<file path="src/logic/pdcs_map.vh">
// Behaviour
// RQ1 - Below lower lockout: sequencer reset, node open
// RQ2 - Above turn-on: switch on at inrush limit
// RQ3 - Current settled 150 us: operational limit, release flag
// RQ4 - Lockout while powered: switch off, reset
// RQ5 - Soft overload keeps operational limit selected
// RQ6 - Thermal shutdown: switch off, flag low
// RQ7 - Cool restart below 10 V: operational, flag released; code restarts at inrush when thermal was entered from idle or inrush
// RQ8 - Above 10 V while off: restart at inrush
// RQ9 - Hard overload 150 us: inrush limit, flag low
// RQ10 - Input step above 10 V: back to inrush
// RQ11 - Never latch off; always retry automatically
// RQ12 - Flag pulled low when off, inrush, high voltage; code leaves it open when off in detection and idle
// RQ13 - Hot die disables switch and class sink
// RQ14 - Thermal checked outside detection, keeps cycling
// RQ15 - Converter should wait for power good
// RQ16 - Below class threshold: detection, everything open
// RQ17 - Inputs synchronised, debounced; intervals counted
// RQ18 - Qualification counters restart when condition drops
`ifndef PDCS_MAP_VH
`define PDCS_MAP_VH
`define PDCS_CLK_HZ       25000000
`define PDCS_QUAL_NS      150000
`define PDCS_QUAL_CYC     ((`PDCS_QUAL_NS * (`PDCS_CLK_HZ / 1000000)) / 1000)
`define PDCS_DEB_CYC      4
`define PDCS_CNT_W        13
`define PDCS_ST_DETECT    3'h0
`define PDCS_ST_IDLE      3'h1
`define PDCS_ST_INRUSH    3'h2
`define PDCS_ST_RUN       3'h3
`define PDCS_ST_THERMAL   3'h4
`endif

</file>
<file path="src/logic/pdcs_debounce.v">
`timescale 1ns/1ps
`include "pdcs_map.vh"
module pdcs_debounce #(
  parameter DEB = `PDCS_DEB_CYC
) (
  // Clock and reset
  input  wire clk_sys,
  input  wire rst_n,
  // Raw and filtered level
  input  wire din,
  output reg  dout_r
);
  reg       s1_r;
  reg       s2_r;
  reg [3:0] cnt_r;
  // RQ17 two-stage sync, stability count
  always @(posedge clk_sys or negedge rst_n) begin
    if (!rst_n) begin
      s1_r   <= 1'b0;
      s2_r   <= 1'b0;
      cnt_r  <= 4'h0;
      dout_r <= 1'b0;
    end else begin
      s1_r <= din;
      s2_r <= s1_r;
      if (s2_r == dout_r) begin
        cnt_r <= 4'h0;
      end else if (cnt_r == DEB[3:0] - 4'h1) begin
        cnt_r  <= 4'h0;
        dout_r <= s2_r;
      end else begin
        cnt_r <= cnt_r + 4'h1;
      end
    end
  end
endmodule

</file>
<file path="src/logic/pdcs_sequencer.v">
`timescale 1ns/1ps
`include "pdcs_map.vh"
module pdcs_sequencer #(
  parameter QUAL_CYC = `PDCS_QUAL_CYC
) (
  // Clock and reset
  input  wire clk_sys,
  input  wire rst_n,
  // Comparator levels
  input  wire above_class_low,
  input  wire undervoltage_lockout,
  input  wire uv_turn_on,
  input  wire inrush_limit_program_active,
  input  wire inrush_settled,
  input  wire vsw_above_10v,
  input  wire over_temp,
  // Switch and limit control
  output reg  switch_on_r,
  output reg  inrush_limit_program_r,
  output reg  class_sink_en_r,
  output reg  detection_sink_r,
  // Power good, open drain, oe low drives low
  output reg  power_good_flag_oe_n_r,
  output reg  power_good_flag_o_r
);
  // ----------------------------------------
  // Input conditioning
  // ----------------------------------------
  wire cls_q;
  wire uvl_q;
  wire uvon_q;
  wire lim_q;
  wire set_q;
  wire hv_q;
  wire ot_q;
  // RQ17 every comparator filtered
  // Same filter on all inputs keeps their relative timing intact
  pdcs_debounce u_cls (
    .clk_sys (clk_sys),
    .rst_n   (rst_n),
    .din     (above_class_low),
    .dout_r  (cls_q)
  );
  pdcs_debounce u_uvl (
    .clk_sys (clk_sys),
    .rst_n   (rst_n),
    .din     (undervoltage_lockout),
    .dout_r  (uvl_q)
  );
  pdcs_debounce u_uvon (
    .clk_sys (clk_sys),
    .rst_n   (rst_n),
    .din     (uv_turn_on),
    .dout_r  (uvon_q)
  );
  pdcs_debounce u_lim (
    .clk_sys (clk_sys),
    .rst_n   (rst_n),
    .din     (inrush_limit_program_active),
    .dout_r  (lim_q)
  );
  pdcs_debounce u_set (
    .clk_sys (clk_sys),
    .rst_n   (rst_n),
    .din     (inrush_settled),
    .dout_r  (set_q)
  );
  pdcs_debounce u_hv (
    .clk_sys (clk_sys),
    .rst_n   (rst_n),
    .din     (vsw_above_10v),
    .dout_r  (hv_q)
  );
  pdcs_debounce u_ot (
    .clk_sys (clk_sys),
    .rst_n   (rst_n),
    .din     (over_temp),
    .dout_r  (ot_q)
  );

  // ----------------------------------------
  // State and counters
  // ----------------------------------------
  reg [2:0]             st_r;
  reg [2:0]             st_nxt;
  reg [`PDCS_CNT_W-1:0] qual_r;
  reg [`PDCS_CNT_W-1:0] qual_nxt;
  reg                   hv_seen_r;
  reg                   hv_seen_nxt;
  reg                   qual_cond;
  wire                  qual_done;
  assign qual_done = (qual_r == QUAL_CYC[`PDCS_CNT_W-1:0] - 1'b1);

  always @* begin
    st_nxt      = st_r;
    hv_seen_nxt = hv_seen_r;
    qual_cond   = 1'b0;
    case (st_r)
      `PDCS_ST_DETECT: begin
        // RQ16 stay in detection
        if (cls_q) begin
          st_nxt = `PDCS_ST_IDLE;
        end
      end
      `PDCS_ST_IDLE: begin
        // RQ1 held in reset below lockout
        if (!cls_q) begin
          st_nxt = `PDCS_ST_DETECT;
        end else if (ot_q) begin
          // RQ14 thermal outside detection
          st_nxt      = `PDCS_ST_THERMAL;
          hv_seen_nxt = 1'b1;
        end else if (uvon_q && !uvl_q) begin
          // RQ2 switch on at inrush
          st_nxt = `PDCS_ST_INRUSH;
        end
      end
      `PDCS_ST_INRUSH: begin
        qual_cond = set_q;
        if (uvl_q || !cls_q) begin
          // RQ4 lockout resets sequencer
          st_nxt = `PDCS_ST_IDLE;
        end else if (ot_q) begin
          // RQ13 hot die shuts switch
          st_nxt      = `PDCS_ST_THERMAL;
          hv_seen_nxt = 1'b1;
        end else if (set_q && qual_done) begin
          // RQ3 settled long enough
          st_nxt = `PDCS_ST_RUN;
        end
      end
      `PDCS_ST_RUN: begin
        // RQ5 soft overload stays here
        qual_cond = lim_q && hv_q;
        if (uvl_q || !cls_q) begin
          // RQ4 lockout resets sequencer
          st_nxt = `PDCS_ST_IDLE;
        end else if (ot_q) begin
          // RQ6 thermal shutdown
          st_nxt      = `PDCS_ST_THERMAL;
          hv_seen_nxt = 1'b0;
        end else if (qual_cond && qual_done) begin
          // RQ9 RQ10 hard overload or step
          st_nxt = `PDCS_ST_INRUSH;
        end
      end
      `PDCS_ST_THERMAL: begin
        if (hv_q) begin
          hv_seen_nxt = 1'b1;
        end
        if (uvl_q || !cls_q) begin
          st_nxt = `PDCS_ST_IDLE;
        end else if (!ot_q) begin
          // RQ11 automatic retry, RQ7 RQ8
          if (hv_seen_r || hv_q) begin
            st_nxt = `PDCS_ST_INRUSH;
          end else begin
            st_nxt = `PDCS_ST_RUN;
          end
        end
      end
      default: begin
        st_nxt = `PDCS_ST_DETECT;
      end
    endcase
    // RQ18 restart when condition drops
    if (!qual_cond || st_nxt != st_r || qual_done) begin
      qual_nxt = {`PDCS_CNT_W{1'b0}};
    end else begin
      qual_nxt = qual_r + 1'b1;
    end
  end

  // ----------------------------------------
  // Output next values
  // ----------------------------------------
  // Decoded from the next state so pins move with the state register
  reg switch_on_nxt;
  reg inrush_limit_program_nxt;
  reg class_sink_en_nxt;
  reg detection_sink_nxt;
  reg power_good_flag_oe_n_nxt;
  reg power_good_flag_o_nxt;

  always @* begin
    // Safe defaults: switch off, inrush limit, flag open
    switch_on_nxt            = 1'b0;
    inrush_limit_program_nxt = 1'b1;
    class_sink_en_nxt        = 1'b0;
    detection_sink_nxt       = 1'b0;
    power_good_flag_oe_n_nxt = 1'b1;
    power_good_flag_o_nxt    = 1'b0;
    case (st_nxt)
      `PDCS_ST_DETECT: begin
        // RQ16 only detection sink active
        detection_sink_nxt = 1'b1;
      end
      `PDCS_ST_IDLE: begin
        // RQ13 class sink off when hot
        class_sink_en_nxt = !ot_q;
      end
      `PDCS_ST_INRUSH: begin
        // RQ12 flag low at inrush
        switch_on_nxt            = 1'b1;
        power_good_flag_oe_n_nxt = 1'b0;
      end
      `PDCS_ST_RUN: begin
        switch_on_nxt            = 1'b1;
        inrush_limit_program_nxt = 1'b0;
        // RQ12 flag low above 10 V
        // Follows the filtered level, so short spikes leave it open
        power_good_flag_oe_n_nxt = !hv_q;
      end
      `PDCS_ST_THERMAL: begin
        // RQ6 switch off, flag low
        power_good_flag_oe_n_nxt = 1'b0;
      end
      default: begin
        detection_sink_nxt = 1'b1;
      end
    endcase
  end

  // ----------------------------------------
  // Registers and outputs
  // ----------------------------------------
  always @(posedge clk_sys or negedge rst_n) begin
    if (!rst_n) begin
      st_r                   <= `PDCS_ST_DETECT;
      qual_r                 <= {`PDCS_CNT_W{1'b0}};
      hv_seen_r              <= 1'b0;
      switch_on_r            <= 1'b0;
      inrush_limit_program_r <= 1'b1;
      class_sink_en_r        <= 1'b0;
      detection_sink_r       <= 1'b1;
      power_good_flag_oe_n_r <= 1'b1;
      power_good_flag_o_r    <= 1'b0;
    end else begin
      st_r                   <= st_nxt;
      qual_r                 <= qual_nxt;
      hv_seen_r              <= hv_seen_nxt;
      switch_on_r            <= switch_on_nxt;
      inrush_limit_program_r <= inrush_limit_program_nxt;
      class_sink_en_r        <= class_sink_en_nxt;
      detection_sink_r       <= detection_sink_nxt;
      power_good_flag_oe_n_r <= power_good_flag_oe_n_nxt;
      power_good_flag_o_r    <= power_good_flag_o_nxt;
    end
  end
endmodule

</file>
<file path="config.mk">
export PLATFORM = sky130hd
export DESIGN_NAME = pdcs_sequencer
export DESIGN_NICKNAME = d
export VERILOG_FILES = /design/src/logic/pdcs_debounce.v /design/src/logic/pdcs_sequencer.v
export VERILOG_INCLUDE_DIRS = /design/src /design/src/logic
export SDC_FILE = /design/constraint.sdc
export NUM_CORES = 1
export LEC_CHECK = 0
export BUFFER_PORTS_ARGS = -buffer_cell sky130_fd_sc_hd__clkbuf_2
export CELL_PAD_IN_SITES_DETAIL_PLACEMENT = 1
export CELL_PAD_IN_SITES_GLOBAL_PLACEMENT = 1
export CORE_MARGIN = 2
export CORE_UTILIZATION = 50
export DETAILED_ROUTE_END_ITERATION = 10
export PLACE_DENSITY = 0.76
export SLEW_MARGIN = 40
export SYNTH_ARGS = -nofsm -noshare
export SYNTH_HDL_FRONTEND = slang
export SYNTH_SLANG_ARGS = --single-unit
</file>
<file path="constraint.sdc">
create_clock -name clk_sys -period 4.4 [get_ports clk_sys]
set_clock_uncertainty 0.1 [all_clocks]
set_input_delay 0.88 -clock clk_sys [delete_from_list [all_inputs] [get_ports clk_sys]]
set_output_delay 0.88 -clock clk_sys [all_outputs]
set_load 0.02 [all_outputs]
</file>
==> impl_summary.md, run 1 <==
Global routing
Entering global routing, the biggest net connects 41 pins. The initial antenna violation count is 0. The total overflow left after global routing is 0.

For this run, the total global-route usage over all layers was measured as 18.3%. The first global-routing pass estimated 9110 um of wire. The number of global-route vias before repair came to 1,983.

Clock network
CTS placed an instance of sky130_fd_sc_hd__clkbuf_8 at the clock tree root. Buffers added to address setup during post-CTS repair amount to 0. For the worst-skew pair, the clock arrives at the later sink with an insertion delay of 0.35 ns. The total of hold buffers inserted after clock tree synthesis is 0. The TritonCTS sink count is 71. The level count of the clock H-tree is 3. The number of buffers created by CTS is 9. The clock passes through at most 2 buffers. TritonCTS built the clock tree.

After clock tree synthesis, the clock-pin slew on the worst setup and hold paths is 0.07 ns. The number of gates resized after CTS was 0.

Setup path
The end point of the critical path is detection_sink_r. The signal on the critical path passes through clkbuf_2. The slowest cell on the critical path is sky130_fd_sc_hd__dfstp_2. The source of the critical timing path is detection_sink_r.

The data required time of the critical path is 3.42 ns. The slack of the worst reg-to-reg path is 2.42 ns. The endpoint arrival time on the critical path is 1.01 ns. The worst setup path is of the reg2out kind.

The type of origin of the critical path is a register. The endpoint type of the worst setup path is a primary output. The cell family contributing the most delay on the critical path is flip-flops. The maximum fanout encountered on the critical timing path is 1.

The number of cells on the critical path is 1. The worst reg2reg path endpoint is qual_r[6]. The worst register-to-register path has a depth of 5. The worst register-to-register path begins at qual_r[0]. Counting both buffers and inverters, the worst setup path holds a total of 1. For this run, the slowest stage of the critical path takes 0.52 ns.

Floorplan
The floorplan step defined a die boundary enclosing 0.00681 mm^2. The region available for standard cell placement spans 0.00596 mm^2. In this run the vertical extent of the chip is 82.5 um. The horizontal die dimension is 82.5 um. The initial utilization of the core area, before any placement, comes to 51.8%.

The floorplan has 28 rows. During I/O placement, the number of pins put on the boundary was 15.

Route
Summing over every cut layer, the via total after detailed routing is 1,941. The first detailed-routing pass ran for 4 iterations. Once detail routing completed, the nets flagged for antenna violations numbered 0. In the routed design, unresolved DRC markers number 0. The starting DRC count in detailed routing is 120. The total wire length is 5360 um. After detailed routing, the average wire length per cell comes to 15.1 um. In the routed layout, each cell is associated on average with a via count of 5.48.

Synthesis
The predominant post-synthesis flop cell is sky130_fd_sc_hd__dfrtp_1. Synthesis handed over a netlist of 255 instances. After synthesis the netlist holds a flip-flop and latch count of 71.

Yosys printed 0 warnings. Counting flops with an async set or reset pin after synthesis yields a share of 100%. When the netlist entered floorplanning its net count stood at 273. Summing the sequential cell areas from Yosys gives 57.7% of the chip area.

The biggest area contributor in the post-synthesis netlist is sky130_fd_sc_hd__dfrtp_1. After synthesis, the largest area contributor takes up 55.2% of total cell area. The post-synthesis instance area is 0.00308 mm^2. By area the synthesized netlist is led by sky130_fd_sc_hd__dfrtp_1 55%, sky130_fd_sc_hd__xor2_1 3.7%, sky130_fd_sc_hd__ha_1 3.7%. Synthesis instantiated 48 different standard cells from the library. The mean instance size in the synthesized netlist is 12.1 um^2.

The number of flops mapped to enable cells by yosys is 0.

Pwr
Overall power consumption after layout is estimated at 1.85 mW. The leakage power total is 1.47 nW. For this design the ratio of total power to cell area is 542 mW/mm^2. The worst IR drop on VDD is 256 uV.

Timing
The final period demand of the worst path is 1.99 ns. The number of max-slew violations in the final report was 0. The number of hold violations in the final report is 0. The relative max-transition margin is 62.4%.

The final worst-path cycle share is 45.3%. The transition at the pin with the smallest max-transition slack is 0.563 ns. The final-layout worst hold slack is 0.253 ns.

Static timing analysis puts the maximum clock frequency at 502 MHz. Setup violations remaining at the end of the flow were counted as 0. Setup repair after global routing left no endpoint under its margin. Adding up every negative setup slack in the final design gives 0 ns.

Run status
The run finished with clean final reports.

Place
The half-perimeter wire length after placement is 3760 um. The count of port buffers added during placement is 13. Routability-driven placement finished with a final weighted congestion of 0.774.

Min path
The startpoint identified for the worst hold timing path is u_ot.s1_r. The worst hold path belongs to the class reg2reg.

Run
The number of maximum-capacitance violations is 0.

Layout
0 antenna diodes ended up in the layout. For this run, the share of the core covered by cells in the final layout is 57.3%. At the end of the flow, the number of nets in the layout was 292. The area growth from synthesis to final layout is 10.6%. The share of cells above drive strength 1 is 15.8%.
==> synth_stat cells (7+ instances only) <==
cell type / count
sky130_fd_sc_hd__a21oi_1: 10
sky130_fd_sc_hd__nand2b_1: 8
sky130_fd_sc_hd__nor2b_1: 8
sky130_fd_sc_hd__nand3_1: 13
sky130_fd_sc_hd__xor2_1: 13
sky130_fd_sc_hd__nor2_1: 22
sky130_fd_sc_hd__ha_1: 9
sky130_fd_sc_hd__nor3_1: 10
sky130_fd_sc_hd__dfrtp_1: 68
sky130_fd_sc_hd__xnor2_1: 11
sky130_fd_sc_hd__nor3b_1: 10
sky130_fd_sc_hd__nand3b_1: 7
==> how the worst min path moves through the flow <==
stage,depth (start not counted),to,slack (ns)
5_1_grt,0,u_ot.s2_r,0.26
4_1_cts,0,u_ot.s2_r,0.26
2_1_floorplan,0,u_cls.s2_r,0.23
6_report,0,u_ot.s2_r,0.25
3_3_place_gp,0,u_ot.s2_r,0.23
3_5_place_dp,0,u_ot.s2_r,0.24
==> placed cells by master (no fill, tap or decap), types with 2 or more instances in the layout <==
cell type	instances
sky130_fd_sc_hd__o211ai_1	3
sky130_fd_sc_hd__nor2_1	22
sky130_fd_sc_hd__clkbuf_8	11
sky130_fd_sc_hd__nand3_1	13
sky130_fd_sc_hd__nand3b_1	7
sky130_fd_sc_hd__o211a_1	2
sky130_fd_sc_hd__nand4_1	6
sky130_fd_sc_hd__a21oi_1	10
sky130_fd_sc_hd__mux2_2	6
sky130_fd_sc_hd__ha_1	9
sky130_fd_sc_hd__xor2_1	13
sky130_fd_sc_hd__clkbuf_2	12
sky130_fd_sc_hd__o21ai_0	3
sky130_fd_sc_hd__dfrtp_1	68
sky130_fd_sc_hd__inv_1	5
sky130_fd_sc_hd__nor2b_1	8
sky130_fd_sc_hd__nand2_1	6
sky130_fd_sc_hd__nor4_1	2
sky130_fd_sc_hd__nand2b_1	8
sky130_fd_sc_hd__clkinv_2	2
sky130_fd_sc_hd__buf_4	2
sky130_fd_sc_hd__nor3_1	10
sky130_fd_sc_hd__nor3b_1	10
sky130_fd_sc_hd__mux2i_1	2
sky130_fd_sc_hd__dfstp_2	3
sky130_fd_sc_hd__xnor2_1	11
==> per-layer routing <==
layer	wire [um]	share of wire, %	vias up	track usage (%)
met3	120	2.2	15	4.35
met4	144	2.7	0	10.2
li1	-	-	938	-
met5	0	0	-	0
met2	2550	48	21	29.1
met1	2550	47	967	23.0
==> flip-flops by register name, indices dropped and copies added, names as in the netlist, 3 cells and up <==
register	cells
qual_r	13
st_r	3
u_cls.cnt_r	4
u_hv.cnt_r	4
u_lim.cnt_r	4
u_ot.cnt_r	4
u_set.cnt_r	4
u_uvl.cnt_r	4
u_uvon.cnt_r	4
==> stage by stage <==
step                      std cells  worst slack (ns)  cell area [um^2]
after floorplan                 255              2.82              3080
after global placement          338              2.28              3200
after detailed placement        338              2.49              3200
after CTS                       354              2.39              3410
after global routing            354              2.23              3410
final                           354              2.41              3410
==> layout make-up <==
cell class	instances	area [um^2]
clock inverter	5	56.3
timing repair buffer	14	75.1
sequential	71	1780
tap	75	93.8
inverter	6	22.5
fill	644	2540
multi-input combinational	172	1230
clock buffer	11	151
==> where the power goes <==
| group | switching (mW) | internal, mW | total, mW |
|---|---|---|---|
| Sequential | 0.144 | 0.778 | 0.921 |
| Clock | 0.236 | 0.291 | 0.527 |
| Combinational | 0.209 | 0.191 | 0.400 |
| Total | 0.589 | 1.26 | 1.85 |
==> worst register-to-register path, delay by kind of cell, from the launching register on <==
kind	cells	cell delay, ns
adder cells (fa/ha/maj)	1	0.22
flip-flops	1	0.45
AND/OR/NAND/NOR	4	1.13
==> logic make-up (layout without fill, tap and decap cells) <==
family                   after synthesis  in the layout  synth area share, %
other                                  1              1                0.122
AND/OR/NAND/NOR                      101            101                 19.5
multiplexers                           8              8                 2.84
buffers and inverters                 12             36                 2.35
flip-flops                            71             71                 57.7
AO/OA/AOI/OAI                         29             29                 7.02
adder cells (fa/ha/maj)                9              9                 3.65
XOR/XNOR                              24             24                 6.82
Note: power is estimated with default switching activity, not from simulation.
==> inputs of run 2 (changes only) <==
--- a/config.mk
+++ b/config.mk
@@ -10,9 +10,9 @@
 export CELL_PAD_IN_SITES_DETAIL_PLACEMENT = 1
 export CELL_PAD_IN_SITES_GLOBAL_PLACEMENT = 1
 export CORE_MARGIN = 2
-export CORE_UTILIZATION = 50
+export CORE_UTILIZATION = 44
 export DETAILED_ROUTE_END_ITERATION = 10
-export PLACE_DENSITY = 0.76
+export PLACE_DENSITY = 0.71
 export SLEW_MARGIN = 40
 export SYNTH_ARGS = -nofsm -noshare
 export SYNTH_HDL_FRONTEND = slang
==> constraint.sdc (replaced) <==
create_clock -name clk_sys -period 1.8 [get_ports clk_sys]
set_clock_uncertainty 0.1 [all_clocks]
set_input_delay 0.36 -clock clk_sys [delete_from_list [all_inputs] [get_ports clk_sys]]
set_output_delay 0.36 -clock clk_sys [all_outputs]
set_load 0.02 [all_outputs]
==> impl_summary.md, run 2 (same netlist as run 1, synthesis figures left out) <==
Place
The count of port buffers added during placement is 13 (unchanged). The placer congestion estimate came to 0.738 (-4.6%). The post-detailed-placement cell area was 0.00331 mm^2 (+3.2%). The half-perimeter wire length after placement is 3700 um (-1.7%).

Timing
The number of hold violations in the final report is 0 (unchanged). After layout, the worst path uses 94.7% of the clock period. The highest achievable clock rate is 586 MHz. The number of max-slew violations in the final report is 0 (unchanged). The worst path in the final design needs a cycle of 1.71 ns, including I/O delays and setup. The number of setup violations in the final report is 0 (unchanged). The final-layout worst hold slack was 0.0168 ns (-0.237 ns). The total negative setup slack is 0 ns (unchanged).

Layout
The area growth from synthesis to final layout is 15.5%. The area used by sequential logic in the layout was 0.00178 mm^2 (unchanged). Leaving out fill and tap cells, the most frequent cell in the layout is sky130_fd_sc_hd__dfrtp_1. The number of antenna diodes is 0 (unchanged).

The area occupied by multi-input gates is 0.00125 mm^2 (+1.2%). The register ranked first by flip-flop count is qual_r. The fill cell instance count of the final layout is 734 (+14%). The final instance area came to 0.00356 mm^2 (+4.4%). The flip-flop count of the largest register after layout was 13 (unchanged).

The share of cells above drive strength 1 is 19.0% (+3.2 points). Leaving out fill and tap cells, the most frequent cells in the layout are 68 x sky130_fd_sc_hd__dfrtp_1, 22 x sky130_fd_sc_hd__nor2_1, 13 x sky130_fd_sc_hd__nand3_1, 13 x sky130_fd_sc_hd__xor2_1, 12 x sky130_fd_sc_hd__clkbuf_2. The count of nets after finishing is 303 (+3.8%).

Global routing
The initial antenna violation count is 0 (unchanged). The all-layer global routing usage came to 15.9% (-2.4 points). The number of global-route vias before repair is 2,064 (+4.1%). The maximum number of pins on one net before global-route repair is 63 (+54%). The remaining global-route overflow is 0 (unchanged).

The global-route wire length before repair came to 9340 um (+2.5%).

Run status
The run finished with clean final reports.

Min path
The hold-critical path depth is 1 (+1). The classification of the worst-slack hold path is in2reg.

Floorplan
The effective utilization at floorplan is 45.4% (-6.4 points). The horizontal die dimension is 87.7 um (+6.3%). The die area was 0.00770 mm^2 (+13%). The core footprint was 0.00679 mm^2 (+14%).

The number of placement rows is 30 (+7.1%). The I/O pin total is 15 (unchanged). The die outline height is 87.7 um (+6.3%).

Clock network
The level count of the clock H-tree was 3 (unchanged). The number of buffers between clock root and the deepest sink came to 2 (unchanged). The number of buffers created by CTS is 9 (unchanged). The clock insertion delay at the later pin of the skew report is 0.34 ns (about the same).

The TritonCTS sink count is 71 (unchanged). The clock edge transition at the registers on the reported setup and hold paths is 0.07 ns (about the same). The tree is rooted in a sky130_fd_sc_hd__clkbuf_8. The clock tree from TritonCTS is yes.

Pwr
The final total power is 4.71 mW (+150%). The power density over the cells was 1320 mW/mm^2 (+140%). The leakage power total is 1.53 nW (+4.5%). The worst IR drop on VDD was 586 uV (+130%).

Setup path
The worst setup path is launched from a register. The data required time of the critical path was 1.95 ns (-1.47 ns). The endpoint type of the worst setup path is a register. The depth of the most critical reg-to-reg path is 4 (-1).

The maximum fanout encountered on the critical timing path is 10 (+9). The endpoint arrival time on the critical path came to 1.85 ns (+0.84 ns). The critical path start-end classification is reg2reg.

Route
The average detailed-routed wire length per instance was 13.7 um (-9.2%). The remaining antenna violation count after routing is 0 (unchanged). The total wire length was 5310 um (-0.97%).

The total number of vias is 1,991 (+2.6%). The residual DRC count came to 0 (unchanged). The number of optimization iterations in the first detailed-route pass came to 4 (unchanged). The detailed-route vias per instance was 5.16 (-5.9%). The starting DRC count in detailed routing is 100 (-17%).

Run
The number of maximum-capacitance violations came to 0 (unchanged).
[run 2: changes by cell type in the layout (fill, tap and decap cells not counted), sizes merged]
| cell | delta |
|---|---|
| buf | +10 |
| bufinv | +1 |
| clkbuf | -1 |
| clkinv | +1 |
| clkinvlp | -1 |
| dlygate4sd3 | +1 |
[run 2: area by class of cell]
class / instances / share of cell area (%)
Inverter: 6 / 0.632
Sequential cell: 71 / 50.0
Clock inverter: 6 / 2.35
Timing Repair Buffer: 25 / 4.78
Clock buffer: 10 / 3.87
Tap cell: 96 / 3.37
Multi-Input combinational cell: 172 / 35.0
[run 2: layer usage]
metal	wire [um]	share of wire, %	up-vias	global-route usage, %
met2	2560	48	23	24.9
met4	70	1.3	0	6.57
met5	0	0	-	0
met1	2500	47	1001	20.3
met3	171	3.2	7	5.18
li1	-	-	960	-
[run 2: through the flow]
stage	instances	setup slack [ns]	util, %
floorplan	255	0.224	-
detailed placement	368	0.131	48.7
global route	386	-0.0240	52.4
CTS	385	0.123	52.1
finish	386	0.0947	52.4
global placement	368	0.183	48.7
[run 2: worst paths after layout]
path	from	endpoint	slack (ns)
min reg2reg	u_uvl.s1_r	u_uvl.s2_r	0.25
max in group asynchronous	rst_n	detection_sink_r	0.66
max reg2reg	st_r[1]	class_sink_en_r	0.09
min	vsw_above_10v	u_hv.s1_r	0.02
min in group asynchronous	rst_n	u_uvl.cnt_r[1]	0.31
max	st_r[1]	class_sink_en_r	0.09
[run 2: timing repair]
action	4_1_cts	5_1_grt
hold buffers	1	0
endpoints found under the hold margin	9	0
setup buffers	0	1
endpoints found under the setup margin	0	2
resized for setup	0	2
[run 2: worst max-delay path: stages, from the launching register on]
cell and delay (ns):
sky130_fd_sc_hd__dfrtp_1 0.48, sky130_fd_sc_hd__a21oi_1 0.34, sky130_fd_sc_hd__o221ai_1 0.23, sky130_fd_sc_hd__o211a_1 0.21, sky130_fd_sc_hd__a211oi_1 0.25
[run 2: power breakdown]
part / switching [mW] / internal (mW)
registers: 0.310 / 1.90
clock network: 0.568 / 0.812
logic: 0.571 / 0.546
==> inputs of run 3 (changes only) <==
--- a/config.mk
+++ b/config.mk
@@ -9,7 +9,6 @@
 export BUFFER_PORTS_ARGS = -buffer_cell sky130_fd_sc_hd__clkbuf_2
 export CELL_PAD_IN_SITES_DETAIL_PLACEMENT = 1
 export CELL_PAD_IN_SITES_GLOBAL_PLACEMENT = 1
-export CORE_MARGIN = 2
 export CORE_UTILIZATION = 44
 export DETAILED_ROUTE_END_ITERATION = 10
 export PLACE_DENSITY = 0.71
==> impl_summary.md, run 3 (same netlist as run 1, synthesis figures left out) <==
Clock network
The number of buffers between clock root and the deepest sink was 2 (unchanged). The TritonCTS sink count came to 71 (unchanged). The clock tree from TritonCTS is yes. The level count of the clock H-tree is 3 (unchanged). The clock edge transition at the registers on the reported setup and hold paths is 0.07 ns (about the same). The clock insertion delay at the later pin of the skew report is 0.36 ns (+0.02 ns). The number of buffers added for setup after CTS was 0 (unchanged). The number of buffers created by CTS is 9 (unchanged). The root buffer cell chosen for the clock tree is sky130_fd_sc_hd__clkbuf_8.

Setup path
The worst register-to-register path ends at power_good_flag_oe_n_r. The endpoint type of the worst setup path is a register. The endpoint arrival time on the critical path is 1.86 ns (about the same). The depth of the most critical reg-to-reg path was 4 (unchanged). The maximum fanout encountered on the critical timing path is 10 (unchanged). The critical path start-end classification is reg2reg. The data required time of the critical path is 1.97 ns (+0.02 ns). The startpoint of the most critical register-to-register path is st_r[1]. The slack of the worst reg-to-reg path is 0.11 ns (+0.02 ns). The worst setup path is launched from a register.

Pwr
The logic gate share of total power is 23.2% (-0.5 points). The final total power is 4.73 mW (+0.47%). The reported net switching power is 1.51 mW (+4.2%). The worst IR drop on VDD is 611 uV (+4.2%). The power density over the cells was 1320 mW/mm^2 (about the same).

The share of total power in the clock network is 30.1% (+0.8 points). The leakage power total is 1.53 nW (-0.25%). The fraction of power spent switching nets is 31.9% (+1.1 points). The sequential group share of total power is 46.7% (-0.3 points).

The internal cell power came to 3.22 mW (-1.2%).

Place
The placer congestion estimate was 0.767 (+3.9%). The count of placed standard cells including taps is 366 (-0.54%). The half-perimeter wire length after placement is 3920 um (+6.1%). The post-detailed-placement cell area came to 0.00329 mm^2 (-0.45%).

The count of port buffers added during placement is 13 (unchanged).

Timing
The number of hold violations in the final report is 0 (unchanged). Setup repair after global routing left no endpoint under its margin. The total negative setup slack is 0 ns (unchanged). The highest achievable clock rate came to 592 MHz (+0.95%). The final period demand of the worst path is 1.69 ns (-0.0161 ns).

The final worst-path cycle share came to 93.8% (-0.89 points). The number of max-slew violations in the final report is 0 (unchanged). The number of setup violations in the final report is 0 (unchanged).

Layout
The library cells used most frequently in the layout, excluding fill and tap cells, are 67 x sky130_fd_sc_hd__dfrtp_1, 22 x sky130_fd_sc_hd__nor2_1, 13 x sky130_fd_sc_hd__nand3_1, 13 x sky130_fd_sc_hd__xor2_1, 12 x sky130_fd_sc_hd__clkbuf_2. The final cell count without fillers is 388 (+0.52%). The count of nets after finishing is 305 (+0.66%). The most frequent standard cell in the layout excluding fill and tap cells is sky130_fd_sc_hd__dfrtp_1. The flip-flop count of the largest register after layout came to 13 (unchanged). The area growth from synthesis to final layout is 16.1%. The register ranked first by flip-flop count is qual_r. The final instance area was 0.00358 mm^2 (+0.53%). The number of antenna diodes was 0 (unchanged). The fill cell instance count of the final layout came to 715 (-2.6%).

The share of cells above drive strength 1 came to 17.8% (-1.2 points).

Run status
The flow ran to the end, and the final reports show no timing, DRC or antenna violations.

Min path
The worst hold path terminates at u_cls.s1_r. The hold-critical path depth is 1 (unchanged). The tightest min-delay check is of the in2reg type. The startpoint identified for the worst hold timing path is above_class_low.

Global routing
The all-layer global routing usage is 17.5% (+1.6 points). The initial antenna violation count is 0 (unchanged). The remaining global-route overflow is 0 (unchanged). The number of global-route vias before repair is 2,071 (+0.34%). The maximum number of pins on one net before global-route repair is 72 (+14%). The global-route wire length before repair came to 9740 um (+4.3%).

Route
The average detailed-routed wire length per instance is 14.6 um (+6.4%). The residual DRC count was 0 (unchanged). The total wire length came to 5670 um (+6.9%). The detailed-route vias per instance is 5.04 (-2.3%). The total number of vias is 1,955 (-1.8%).

The number of optimization iterations in the first detailed-route pass was 4 (unchanged). The remaining antenna violation count after routing is 0 (unchanged). The starting DRC count in detailed routing is 104 (+4.0%).

Floorplan
The core footprint is 0.00679 mm^2 (unchanged). The I/O pin total is 15 (unchanged). The horizontal die dimension is 85.7 um (-2.3%).

The effective utilization at floorplan came to 45.4% (unchanged). The die outline height came to 85.7 um (-2.3%). The number of placement rows is 30 (unchanged).

The die area is 0.00735 mm^2 (-4.5%).

Run
The number of maximum-capacitance violations was 0 (unchanged).
run 3: changes by cell type in the layout (fill, tap and decap cells not counted), sizes merged:
cell	change
inv	+2
clkinvlp	+2
dlygate4sd3	+5
clkinv	-4
buf	-3
run 3: how the worst max path moves through the flow:
stage	start	endpoint	slack [ns]	depth (start not counted)
6_report	st_r[1]	power_good_flag_oe_n_r	0.11	4
4_1_cts	st_r[1]	power_good_flag_oe_n_r	0.07	4
3_3_place_gp	st_r[1]	power_good_flag_oe_n_r	0.17	4
2_1_floorplan	qual_r[1]	detection_sink_r	0.22	6
5_1_grt	u_uvl.dout_r	power_good_flag_oe_n_r	0.02	4
3_5_place_dp	st_r[1]	power_good_flag_oe_n_r	0.09	4
run 3: layout make-up:
class,instances,area [um^2],area share (%)
clock buffer,10,128,3.57
tap,96,120,3.36
clock inverter,6,92.6,2.59
inverter,6,22.5,0.629
sequential,71,1780,49.8
timing repair buffer,27,198,5.52
multi-input combinational,172,1240,34.6
run 3: timing repair:
item	4_1_cts	5_1_grt
hold buffers	6	0
resized for setup	0	2
endpoints found under the hold margin	73	0
endpoints found under the setup margin	0	3
run 3: power by group through the flow:
| stage | clock (mW) | sequential (mW) | combinational, mW |
|---|---|---|---|
| 3_5_place_dp | 0 | 2.25 | 1.09 |
| 3_3_place_gp | 0 | 2.23 | 1.05 |
| 5_1_grt | 1.52 | 2.26 | 1.25 |
| 4_1_cts | 1.46 | 2.22 | 1.11 |
| 6_report | 1.42 | 2.21 | 1.10 |
| 2_1_floorplan | 0 | 2.17 | 0.840 |
run 3: critical path, cell delays in order (launching register included):
cell,delay (ns)
sky130_fd_sc_hd__dfrtp_2,0.48
sky130_fd_sc_hd__o21a_1,0.25
sky130_fd_sc_hd__a2111oi_4,0.44
sky130_fd_sc_hd__mux2i_1,0.26
sky130_fd_sc_hd__o21ai_1,0.09
run 3: stage by stage:
step,util (%),hold WS [ns],setup WS [ns]
finish,52.7,0.0147,0.111
global route,52.7,0.00754,0.0247
CTS,52.6,0.00323,0.0664
detailed placement,48.5,0.236,0.0877
global placement,48.5,0.232,0.167
floorplan,-,-0.0356,0.224
run 3: layer usage:
| layer | vias up | global-route usage, % | share of wire [%] |
|---|---|---|---|
| li1 | 960 | - | - |
| met4 | 0 | 8.18 | 1.8 |
| met5 | - | 0 | 0 |
| met2 | 17 | 28.3 | 48 |
| met3 | 9 | 4.33 | 2.4 |
| met1 | 969 | 22.3 | 48 |
